==> config.mk <==
export PLATFORM = sky130hd
export DESIGN_NAME = pcrr_regs
export DESIGN_NICKNAME = d
export VERILOG_FILES = /design/src/hdl/pcrr_pkg.sv /design/src/hdl/pcrr_regs.sv
export VERILOG_INCLUDE_DIRS = /design/src /design/src/hdl
export SDC_FILE = /design/constraint.sdc
export NUM_CORES = 1
export LEC_CHECK = 0
export ABC_AREA = 1
export ABC_CLOCK_PERIOD_IN_PS = 4700
export BUFFER_PORTS_ARGS = -buffer_cell sky130_fd_sc_hd__buf_4
export CORE_MARGIN = 2
export CORE_UTILIZATION = 23
export DETAILED_ROUTE_END_ITERATION = 10
export PLACE_DENSITY = 0.48
export SETUP_SLACK_MARGIN = 0.2
export SLEW_MARGIN = 20
export SYNTH_ARGS = -nofsm -noshare
export SYNTH_HDL_FRONTEND = slang
export SYNTH_SLANG_ARGS = --single-unit
==> constraint.sdc <==
create_clock -name core_clk -period 4.7 [get_ports core_clk]
set_input_delay 0.94 -clock core_clk [delete_from_list [all_inputs] [get_ports core_clk]]
set_output_delay 0.94 -clock core_clk [all_outputs]
set_load 0.05 [all_outputs]
==> src/hdl/pcrr_cfg.svh <==
// Purpose: Constants for the power, clock and reset control register bank
// Assumes: Byte addresses within the die-to-die global address space
// Notes:   Offsets are relative to the blocking or non-blocking window base
`ifndef PCRR_CFG_SVH
`define PCRR_CFG_SVH
`define PCRR_BASE_BLOCKING    16'h0200
`define PCRR_BASE_NONBLOCKING 16'h0300
`define PCRR_WIN_SIZE         16'h0100
`define PCRR_OFS_CTL          8'h00
`define PCRR_OFS_SR_HI        8'h02
`define PCRR_OFS_SR_LO        8'h03
`define PCRR_OFS_TICK_DIVIDER_VALUE        8'h04
`define PCRR_OFS_WUE_HI       8'h06
`define PCRR_OFS_WUE_LO       8'h07
`define PCRR_OFS_TRIM_HI      8'h0E
`define PCRR_OFS_TRIM_LO      8'h0F
`define PCRR_BIT_HOT_GUARD    15
`define PCRR_BIT_UV_GUARD     14
`define PCRR_BIT_HWR_GUARD    13
`define PCRR_BIT_HOT_DIS      7
`define PCRR_BIT_UV_DIS       6
`define PCRR_BIT_HWR          5
`define PCRR_BIT_HOT_FLAG     7
`define PCRR_BIT_UV_FLAG      6
`define PCRR_BIT_HWR_FLAG     5
`define PCRR_BIT_TRIM_FLAG    15
`define PCRR_RST_CTL          16'h0000
`define PCRR_RST_TICK_DIVIDER_VALUE        16'h0000
`define PCRR_RST_WUE          8'h00
`define PCRR_HWR_PULSE_CYC    4'h8
`endif

==> src/hdl/pcrr_pkg.sv <==
// Purpose: Types for the power, clock and reset control register bank
// Assumes: Constants live in pcrr_cfg.svh
// Notes:   Carrier struct for one bus access
package pcrr_pkg;
    typedef enum logic [1:0] {
        PCRR_MODE_NORMAL   = 2'b00,
        PCRR_MODE_STOP     = 2'b01,
        PCRR_MODE_SLEEP    = 2'b10,
        PCRR_MODE_CRANKING = 2'b11
    } pcrr_mode_t;

    typedef struct packed {
        logic        valid;
        logic        write;
        logic        word;
        logic [15:0] addr;
        logic [15:0] wdata;
    } pcrr_req_t;
endpackage

==> src/hdl/pcrr_regs.sv <==
// Purpose: Power, clock and reset control register bank of the analog die
// Assumes: Single-cycle die-to-die access, big-endian words (high byte at even offset)
// Notes:   Guard bits are write-only qualifiers and are never stored
// Functional notes
// - Decode offsets from base 0x0200 blocking or 0x300 non-blocking.
// - Registers without low-byte address only work with 16-bit word accesses.
// - Hot interrupt disable bit 7 updates only with guard bit 15 set.
// - Under-voltage interrupt disable bit 6 updates only with guard bit 14.
// - Hard reset command bit 5 acts only when guard bit 13 set.
// - Tick factor bits 3:2 load only when guard bits 11:10 equal 11.
// - Mode bits 1:0 load only when guard bits 9:8 equal 11.
// - Hot interrupt enabled when its bit is 0, disabled when 1.
// - Under-voltage interrupt enabled when its bit is 0, disabled when 1.
// - Effective hard reset write resets die logic and pulses external reset; reads 0.
// - Tick factor codes 00,01,10,11 give divide by 1,2,4,8.
// - Mode codes 00 normal, 01 stop, 10 sleep.
// - Mode 11 is cranking if feature enabled, else behaves as stop.
// - Sixteen-bit read/write millisecond prescaler register.
// - Read-only trim word: flag bit 15, trimmed value bits 12:0.
// - Hot and under-voltage flags are live; write 1 clears pending interrupt.
`include "pcrr_cfg.svh"
`timescale 1ns/1ps
`default_nettype none
module pcrr_regs
    import pcrr_pkg::*;
#(
    parameter int PULSE_W = 4
) (
    input  wire logic              core_clk,
    input  wire logic              rst,
    input  wire pcrr_req_t         busReq,
    input  wire logic              blocking,
    output logic [15:0]            busRdata,
    output logic                   busHit,
    input  wire logic              crankingEnable,
    input  wire logic              hotCondition,
    input  wire logic              undervoltCondition,
    input  wire logic [5:0]        resetCauseSet,
    input  wire logic [7:0]        wakeSourceSet,
    input  wire logic              trimStatusFlag,
    input  wire logic [12:0]       trimmedTickDivider,
    output pcrr_mode_t             opMode,
    output logic [3:0]             tickFactor,
    output logic [15:0]            tickDividerValue,
    output logic [7:0]             wakeEnableHigh,
    output logic                   lifetimeCounterWakeEnable,
    output logic                   hotInterrupt,
    output logic                   undervoltInterrupt,
    output logic                   dieLogicReset,
    output logic                   analogResetOutN
);
    logic                 hotDis_q;
    logic                 uvDis_q;
    logic [1:0]           tickSel_q;
    pcrr_mode_t           mode_q;
    logic [15:0]          tick_divider_value_q;
    logic [7:0]           wue_q;
    logic                 lifetime_counter_wake_enable_q;
    logic [7:0]           srHi_q;
    logic [7:0]           srLo_q;
    logic                 hotPend_q;
    logic                 uvPend_q;
    logic                 hotCond_m;
    logic                 hotCond_q;
    logic                 uvCond_m;
    logic                 uvCond_q;
    logic [PULSE_W-1:0]   hwrCnt_q;
    logic                 hwrLatch_q;
    logic [15:0]          rdata_q;

    logic                 inWin;
    logic [7:0]           ofs;
    logic                 wr;
    logic                 rd;
    logic [15:0]          wd;
    logic                 hwrFire;
    logic                 softRst;

    // Window decode per access kind
    always_comb begin
        inWin = 1'b0;
        ofs   = 8'h00;
        if (blocking && busReq.addr >= `PCRR_BASE_BLOCKING &&
            busReq.addr < `PCRR_BASE_BLOCKING + `PCRR_WIN_SIZE) begin
            inWin = 1'b1;
            ofs   = busReq.addr[7:0];
        end else if (!blocking && busReq.addr >= `PCRR_BASE_NONBLOCKING &&
            busReq.addr < `PCRR_BASE_NONBLOCKING + `PCRR_WIN_SIZE) begin
            inWin = 1'b1;
            ofs   = busReq.addr[7:0];
        end
    end

    assign busHit = busReq.valid && inWin;
    assign wr     = busHit && busReq.write;
    assign rd     = busHit && !busReq.write;
    assign wd     = busReq.wdata;

    // Only a word write with the guard set fires the reset command
    assign hwrFire = wr && busReq.word && ofs == `PCRR_OFS_CTL &&
                     wd[`PCRR_BIT_HWR_GUARD] && wd[`PCRR_BIT_HWR];
    // Reserved bits 12 and 4 are simply not stored, so host slips are harmless
    assign softRst = rst || hwrLatch_q;

    // Byte writes to the control word are dropped, it has no low-byte address
    logic ctlWr;
    assign ctlWr = wr && busReq.word && ofs == `PCRR_OFS_CTL;

    // One flop group per guarded field, so a write touches any subset of them
    always_ff @(posedge core_clk) begin
        if (softRst) begin
            hotDis_q <= 1'b0;
        end else if (ctlWr && wd[`PCRR_BIT_HOT_GUARD]) begin
            hotDis_q <= wd[`PCRR_BIT_HOT_DIS];
        end
    end

    always_ff @(posedge core_clk) begin
        if (softRst) begin
            uvDis_q <= 1'b0;
        end else if (ctlWr && wd[`PCRR_BIT_UV_GUARD]) begin
            uvDis_q <= wd[`PCRR_BIT_UV_DIS];
        end
    end

    always_ff @(posedge core_clk) begin
        if (softRst) begin
            tickSel_q <= 2'b00;
        end else if (ctlWr && wd[11:10] == 2'b11) begin
            tickSel_q <= wd[3:2];
        end
    end

    always_ff @(posedge core_clk) begin
        if (softRst) begin
            mode_q <= PCRR_MODE_NORMAL;
        end else if (ctlWr && wd[9:8] == 2'b11) begin
            mode_q <= pcrr_mode_t'(wd[1:0]);
        end
    end

    always_ff @(posedge core_clk) begin
        if (softRst) begin
            tick_divider_value_q <= `PCRR_RST_TICK_DIVIDER_VALUE;
        end else if (wr && busReq.word && ofs == `PCRR_OFS_TICK_DIVIDER_VALUE) begin
            tick_divider_value_q <= wd;
        end
    end

    // Wake enables have separate byte addresses, so byte writes are allowed
    always_ff @(posedge core_clk) begin
        if (softRst) begin
            wue_q   <= `PCRR_RST_WUE;
            lifetime_counter_wake_enable_q <= 1'b0;
        end else if (wr && ofs == `PCRR_OFS_WUE_HI) begin
            wue_q <= busReq.word ? wd[15:8] : wd[7:0];
            if (busReq.word)
                lifetime_counter_wake_enable_q <= wd[7];
        end else if (wr && !busReq.word && ofs == `PCRR_OFS_WUE_LO) begin
            lifetime_counter_wake_enable_q <= wd[7];
        end
    end

    // Condition inputs come from analog comparators, so synchronise them
    always_ff @(posedge core_clk) begin
        if (rst) begin
            hotCond_m <= 1'b0;
            hotCond_q <= 1'b0;
        end else begin
            hotCond_m <= hotCondition;
            hotCond_q <= hotCond_m;
        end
    end

    always_ff @(posedge core_clk) begin
        if (rst) begin
            uvCond_m <= 1'b0;
            uvCond_q <= 1'b0;
        end else begin
            uvCond_m <= undervoltCondition;
            uvCond_q <= uvCond_m;
        end
    end

    logic [7:0] srHiClr;
    logic [7:0] srLoClr;
    always_comb begin
        srHiClr = 8'h00;
        srLoClr = 8'h00;
        if (wr && ofs == `PCRR_OFS_SR_HI) begin
            srHiClr = busReq.word ? wd[15:8] : wd[7:0];
            if (busReq.word)
                srLoClr = wd[7:0];
        end else if (wr && !busReq.word && ofs == `PCRR_OFS_SR_LO) begin
            srLoClr = wd[7:0];
        end
    end

    // Cause flags survive the soft reset so software can see why it happened
    always_ff @(posedge core_clk) begin
        if (rst) begin
            srHi_q <= 8'h00;
            srLo_q <= 8'h00;
        end else begin
            srHi_q[5:0] <= (srHi_q[5:0] & ~srHiClr[5:0]) | resetCauseSet;
            if (hwrLatch_q)
                srHi_q[`PCRR_BIT_HWR_FLAG] <= 1'b1;
            srHi_q[7:6] <= {hotCond_q, uvCond_q};
            srLo_q <= (srLo_q & ~srLoClr) | wakeSourceSet;
        end
    end

    // Pending interrupts: a new rising condition wins over a same-cycle clear
    // The mirrored flag doubles as the previous sample for edge detection
    always_ff @(posedge core_clk) begin
        if (softRst) begin
            hotPend_q <= 1'b0;
        end else if (hotCond_q && !srHi_q[`PCRR_BIT_HOT_FLAG]) begin
            hotPend_q <= 1'b1;
        end else if (srHiClr[`PCRR_BIT_HOT_FLAG]) begin
            hotPend_q <= 1'b0;
        end
    end

    always_ff @(posedge core_clk) begin
        if (softRst) begin
            uvPend_q <= 1'b0;
        end else if (uvCond_q && !srHi_q[`PCRR_BIT_UV_FLAG]) begin
            uvPend_q <= 1'b1;
        end else if (srHiClr[`PCRR_BIT_UV_FLAG]) begin
            uvPend_q <= 1'b0;
        end
    end

    // Reset pulse counter runs on the raw reset only, so it outlives the soft reset
    always_ff @(posedge core_clk) begin
        if (rst) begin
            hwrCnt_q   <= '0;
            hwrLatch_q <= 1'b0;
        end else if (hwrFire) begin
            hwrCnt_q   <= PULSE_W'(`PCRR_HWR_PULSE_CYC);
            hwrLatch_q <= 1'b1;
        end else if (hwrCnt_q != '0) begin
            hwrCnt_q   <= hwrCnt_q - 1'b1;
            hwrLatch_q <= 1'b0;
        end
    end

    // Read data registered one cycle after the access
    always_ff @(posedge core_clk) begin
        if (rst) begin
            rdata_q <= 16'h0000;
        end else if (rd) begin
            if (ofs == `PCRR_OFS_CTL && busReq.word)
                rdata_q <= {8'h00, hotDis_q, uvDis_q, 2'b00, tickSel_q, mode_q};
            else if (ofs == `PCRR_OFS_SR_HI)
                rdata_q <= busReq.word ? {srHi_q, srLo_q} : {8'h00, srHi_q};
            else if (ofs == `PCRR_OFS_SR_LO && !busReq.word)
                rdata_q <= {8'h00, srLo_q};
            else if (ofs == `PCRR_OFS_TICK_DIVIDER_VALUE && busReq.word)
                rdata_q <= tick_divider_value_q;
            else if (ofs == `PCRR_OFS_WUE_HI)
                rdata_q <= busReq.word ? {wue_q, lifetime_counter_wake_enable_q, 7'h00} : {8'h00, wue_q};
            else if (ofs == `PCRR_OFS_WUE_LO && !busReq.word)
                rdata_q <= {8'h00, lifetime_counter_wake_enable_q, 7'h00};
            else if (ofs == `PCRR_OFS_TRIM_HI)
                rdata_q <= busReq.word ? {trimStatusFlag, 2'b00, trimmedTickDivider}
                                       : {8'h00, trimStatusFlag, 2'b00, trimmedTickDivider[12:8]};
            else if (ofs == `PCRR_OFS_TRIM_LO && !busReq.word)
                rdata_q <= {8'h00, trimmedTickDivider[7:0]};
            else
                rdata_q <= 16'h0000;
        end
    end

    assign busRdata = rdata_q;

    always_comb begin
        case (tickSel_q)
            2'b00:   tickFactor = 4'h1;
            2'b01:   tickFactor = 4'h2;
            2'b10:   tickFactor = 4'h4;
            default: tickFactor = 4'h8;
        endcase
    end

    always_comb begin
        case (mode_q)
            PCRR_MODE_NORMAL:   opMode = PCRR_MODE_NORMAL;
            PCRR_MODE_STOP:     opMode = PCRR_MODE_STOP;
            PCRR_MODE_SLEEP:    opMode = PCRR_MODE_SLEEP;
            default:            opMode = crankingEnable ? PCRR_MODE_CRANKING : PCRR_MODE_STOP;
        endcase
    end

    assign hotInterrupt              = hotPend_q && !hotDis_q;
    assign undervoltInterrupt        = uvPend_q && !uvDis_q;
    assign tickDividerValue          = tick_divider_value_q;
    assign wakeEnableHigh            = wue_q;
    assign lifetimeCounterWakeEnable = lifetime_counter_wake_enable_q;
    assign dieLogicReset             = hwrLatch_q;
    assign analogResetOutN           = (hwrCnt_q == '0);
endmodule
`default_nettype wire

==> impl_metrics.py <==
metrics = {
    "synthesis": {
        "syn-cell-area_sq_um": 4139,
        "ys.flop_type": "dfxtp_1",
        "ys_types": 43,
        "synth_area_per_cell_sq_um": 6.956,
        "synth_top_cell_area_share": 0.3579,
        "yosys.area.top_type": "dfxtp_1",
        "ys_ff_latch": 74,
        "netlist_instances": 595,
        "synth.area.top_cells": "dfxtp_1 (36%), nand2_1 (11%), a21oi_1 (7.0%), inv_1 (6.7%), o21ai_0 (5.7%)",
        "yosysWarnings": 0,
        "synthesis.nets": 665,
        "async_reset_ff_frac": 0,
        "ys_seq_area_frac": 0.3579,
        "synth_edf_count": 0,
        "yosysMostFrequentCell": "nand2_1",
        "yosys-top-cells-count": "nand2_1 (117), dfxtp_1 (74), inv_1 (74), a21oi_1 (58), nor2_1 (57)",
    },
    "route": {
        "ant_nets": 0,
        "wl_per_cell_um": 16.78,
        "first_pass_iters": 5,
        "drt_iter0_drc": 289,
        "totalWireLength_um": 15670,
        "drcViolationCount": 0,
        "via_per_inst": 4.542,
        "dr_total_vias": 4242,
    },
    "timing": {
        "hold_slack_ns": 0.3999,
        "hold_violations": 0,
        "period_share": 0.6637,
        "worstMarginPinSlew_ns": 0.6861,
        "fin_skew_ns": 0.005383,
        "max-slew-margin-rel": 0.5391,
        "tns_ns": 0,
        "rsz0062_at_grt": "no",
        "slew_viol_final": 0,
        "setup_viol_count_final": 0,
        "min_period_ns": 3.119,
        "fmax_ghz": 0.3206,
    },
    "power": {
        "intPower_uw": 1223,
        "p_per_area_nw_per_um2": 302.5,
        "irDropWorstVdd_mv": 0.1651,
        "fin_total_pwr_uw": 1657,
        "sw_frac_of_total": 0.2622,
        "combPwrFrac": 0.150,
        "sequentialPowerShare": 0.407,
        "power.net_switching_uw": 434.4,
        "clock_power_share": 0.442,
        "power_leakage_uw": 0.002528,
    },
    "worst_hold_path": {
        "worstHoldPathCells": 2,
        "hold_class": "flip-flop to flip-flop",
        "hold_start": "hotCond_m",
        "min_to": "hotCond_q",
    },
    "place": {
        "numPortBuffers": 120,
        "globalplace.congestion": 0.8491,
        "dp_hpwl_um": 12020,
        "place_area_sq_um": 5159,
    },
    "cells_and_area": {
        "area_growth_pct": 32.32,
        "fin_area_sq_um": 5477,
        "antenna_cells": 0,
        "nNetsFinal": 770,
        "drive_gt1_frac": 0.2667,
        "fillerInstances": 1986,
    },
    "critical_path": {
        "slowest_stage": "clkinv_1",
        "worstSetupPathType": "input pin to flip-flop",
        "regToRegSetupSlack_ns": 3.07,
        "critPathArrivalTime_ns": 3.33,
        "cp-end-kind": "flip-flop",
        "rr_endpoint": "wakeEnableHigh[4]",
        "cp_max_fo": 43,
        "path_cells": "buf_4, clkinv_1, nand4_1, nor2_2, nand2_1, nand2_1, nand2_1, nand4_1, nand2_1, nand2_1, nand2_1, a21oi_2",
        "required_ns": 4.91,
        "critical_path.max_stage_delay_ns": 0.68,
        "r2r_cells": 3,
        "rr_startpoint": "dieLogicReset",
        "timing.critical_path.mode_cell": "nand2_1",
        "startpoint_type": "input pin",
    },
    "global_route": {
        "grt_max_degree": 44,
        "globalRouteOverflowTotal": 0,
        "grt_pass1_wl_um": 23990,
        "grt_pass1_vias": 4112,
        "grt_usage": 0.1637,
        "grt_antenna_before_repair": 0,
    },
    "floorplanning": {
        "coreArea_sq_um": 17780,
        "chipWidth_um": 138.1,
        "dieArea_sq_um": 19080,
        "start_util": 0.2328,
        "die_h_um": 138.1,
        "placementRows": 49,
        "top_level_ports": 121,
    },
    "job": {
        "drv_cap": 0,
    },
    "clock_network": {
        "cts_hold_buffers": 0,
        "cts.sinks": 74,
        "cts_root_buf": "clkbuf_16",
        "clockBufferDepth": 2,
        "post_cts_buffers": 0,
        "h-tree-depth": 3,
        "cts_tree": "built",
        "cts_buffers": 9,
        "ctsResizeCount": 0,
        "cts.clk_slew.worst_paths_ns": 0.06,
        "insertion_delay_ns": 0.34,
    },
    "outcome": {
        "status": "complete, no violations",
    },
}
==> metal layers <==
layer | share of wire | vias up | global-route usage
li1 | - | 2145 | -
met1 | 0.47 | 1934 | 0.2237
met2 | 0.45 | 145 | 0.2592
met3 | 0.055 | 18 | 0.03256
met4 | 0.020 | 0 | 0.05424
met5 | 0 | - | 0
==> kinds of logic (layout without fill, tap and decap cells) <==
| family | Yosys count | count (layout) | synth area share |
|---|---|---|---|
| simple gates | 256 | 256 | 0.2993 |
| compound gates | 145 | 145 | 0.2019 |
| buf+inv | 111 | 221 | 0.1191 |
| flops | 74 | 74 | 0.3579 |
| mux | 6 | 6 | 0.01451 |
| xor+xnor | 2 | 2 | 0.004233 |
| fa+ha+maj | 1 | 1 | 0.003022 |
==> worst max-delay path by stage <==
stage / startpoint / end / slack (ns) / cells after the start
2_1_floorplan: hwrCnt_q[0] / analogResetOutN / 1.85 / 4
3_3_place_gp: busReq[32] / busRdata[3] / 1.38 / 12
3_5_place_dp: busReq[32] / busRdata[3] / 1.29 / 12
4_1_cts: busReq[32] / busRdata[3] / 1.64 / 12
5_1_grt: busReq[32] / busRdata[8] / 1.35 / 11
6_report: busReq[32] / busRdata[3] / 1.58 / 12
==> per-stage QoR <==
step / instances / util / worst slack [ns]
global route: 934 / 0.3080 / 1.351
floorplan: 595 / - / 1.854
detailed placement: 918 / 0.2901 / 1.286
global placement: 918 / 0.2901 / 1.384
CTS: 934 / 0.3080 / 1.641
finish: 934 / 0.3080 / 1.581
==> final cells by class <==
class / instances / area [sq um] / share of cell area
multi-input cells: 410 / 2165 / 0.3952
flip-flops and latches: 74 / 1481 / 0.2705
clock buffers: 15 / 287.8 / 0.05255
well taps: 229 / 286.5 / 0.05232
clock inverters: 1 / 30.03 / 0.005483
repair buffers: 121 / 908.4 / 0.1659
inverters: 84 / 317.8 / 0.05803
==> sequential cells by signal, indices dropped and copies added (netlist names) <==
register,count
busRdata,16
tickDividerValue,16
srHi_q,8
srLo_q,8
wakeEnableHigh,8
hwrCnt_q,4
mode_q,2
tickSel_q,2
dieLogicReset,1
hotCond_m,1
hotCond_q,1
hotDis_q,1
hotPend_q,1
lifetimeCounterWakeEnable,1
uvCond_m,1
uvCond_q,1
uvDis_q,1
uvPend_q,1
==> power groups by stage <==
stage | Combinational [uW] | Sequential [uW] | Clock (uW)
after global placement | 249 | 689 | 0
after floorplan | 153 | 682 | 0
after CTS | 251 | 675 | 753
after global routing | 272 | 677 | 780
final | 249 | 675 | 733
after detailed placement | 250 | 688 | 0
==> critical path: cells and delay by family <==
family          cells  cell delay [ns]
simple gates        9             1.19
compound gates      1             0.05
buf+inv             2             1.12
==> cell usage in the layout, fill, tap and decap left out, types with 3 or more instances in the layout <==
cell type / instances
nand2_2: 6
clkbuf_8: 4
nor2_4: 6
inv_2: 7
nand4_1: 7
nand3_2: 4
dfxtp_1: 74
o21ai_0: 47
o21ai_1: 14
a211oi_1: 7
a21oi_1: 58
mux2i_1: 6
clkbuf_16: 9
nand2_1: 117
a21oi_2: 5
nor2_1: 57
nor2_2: 5
buf_4: 121
o211ai_2: 3
a31oi_1: 4
nor3_1: 4
or2_2: 3
inv_1: 74
nand3_1: 38
(Power assumes the default switching activity.)
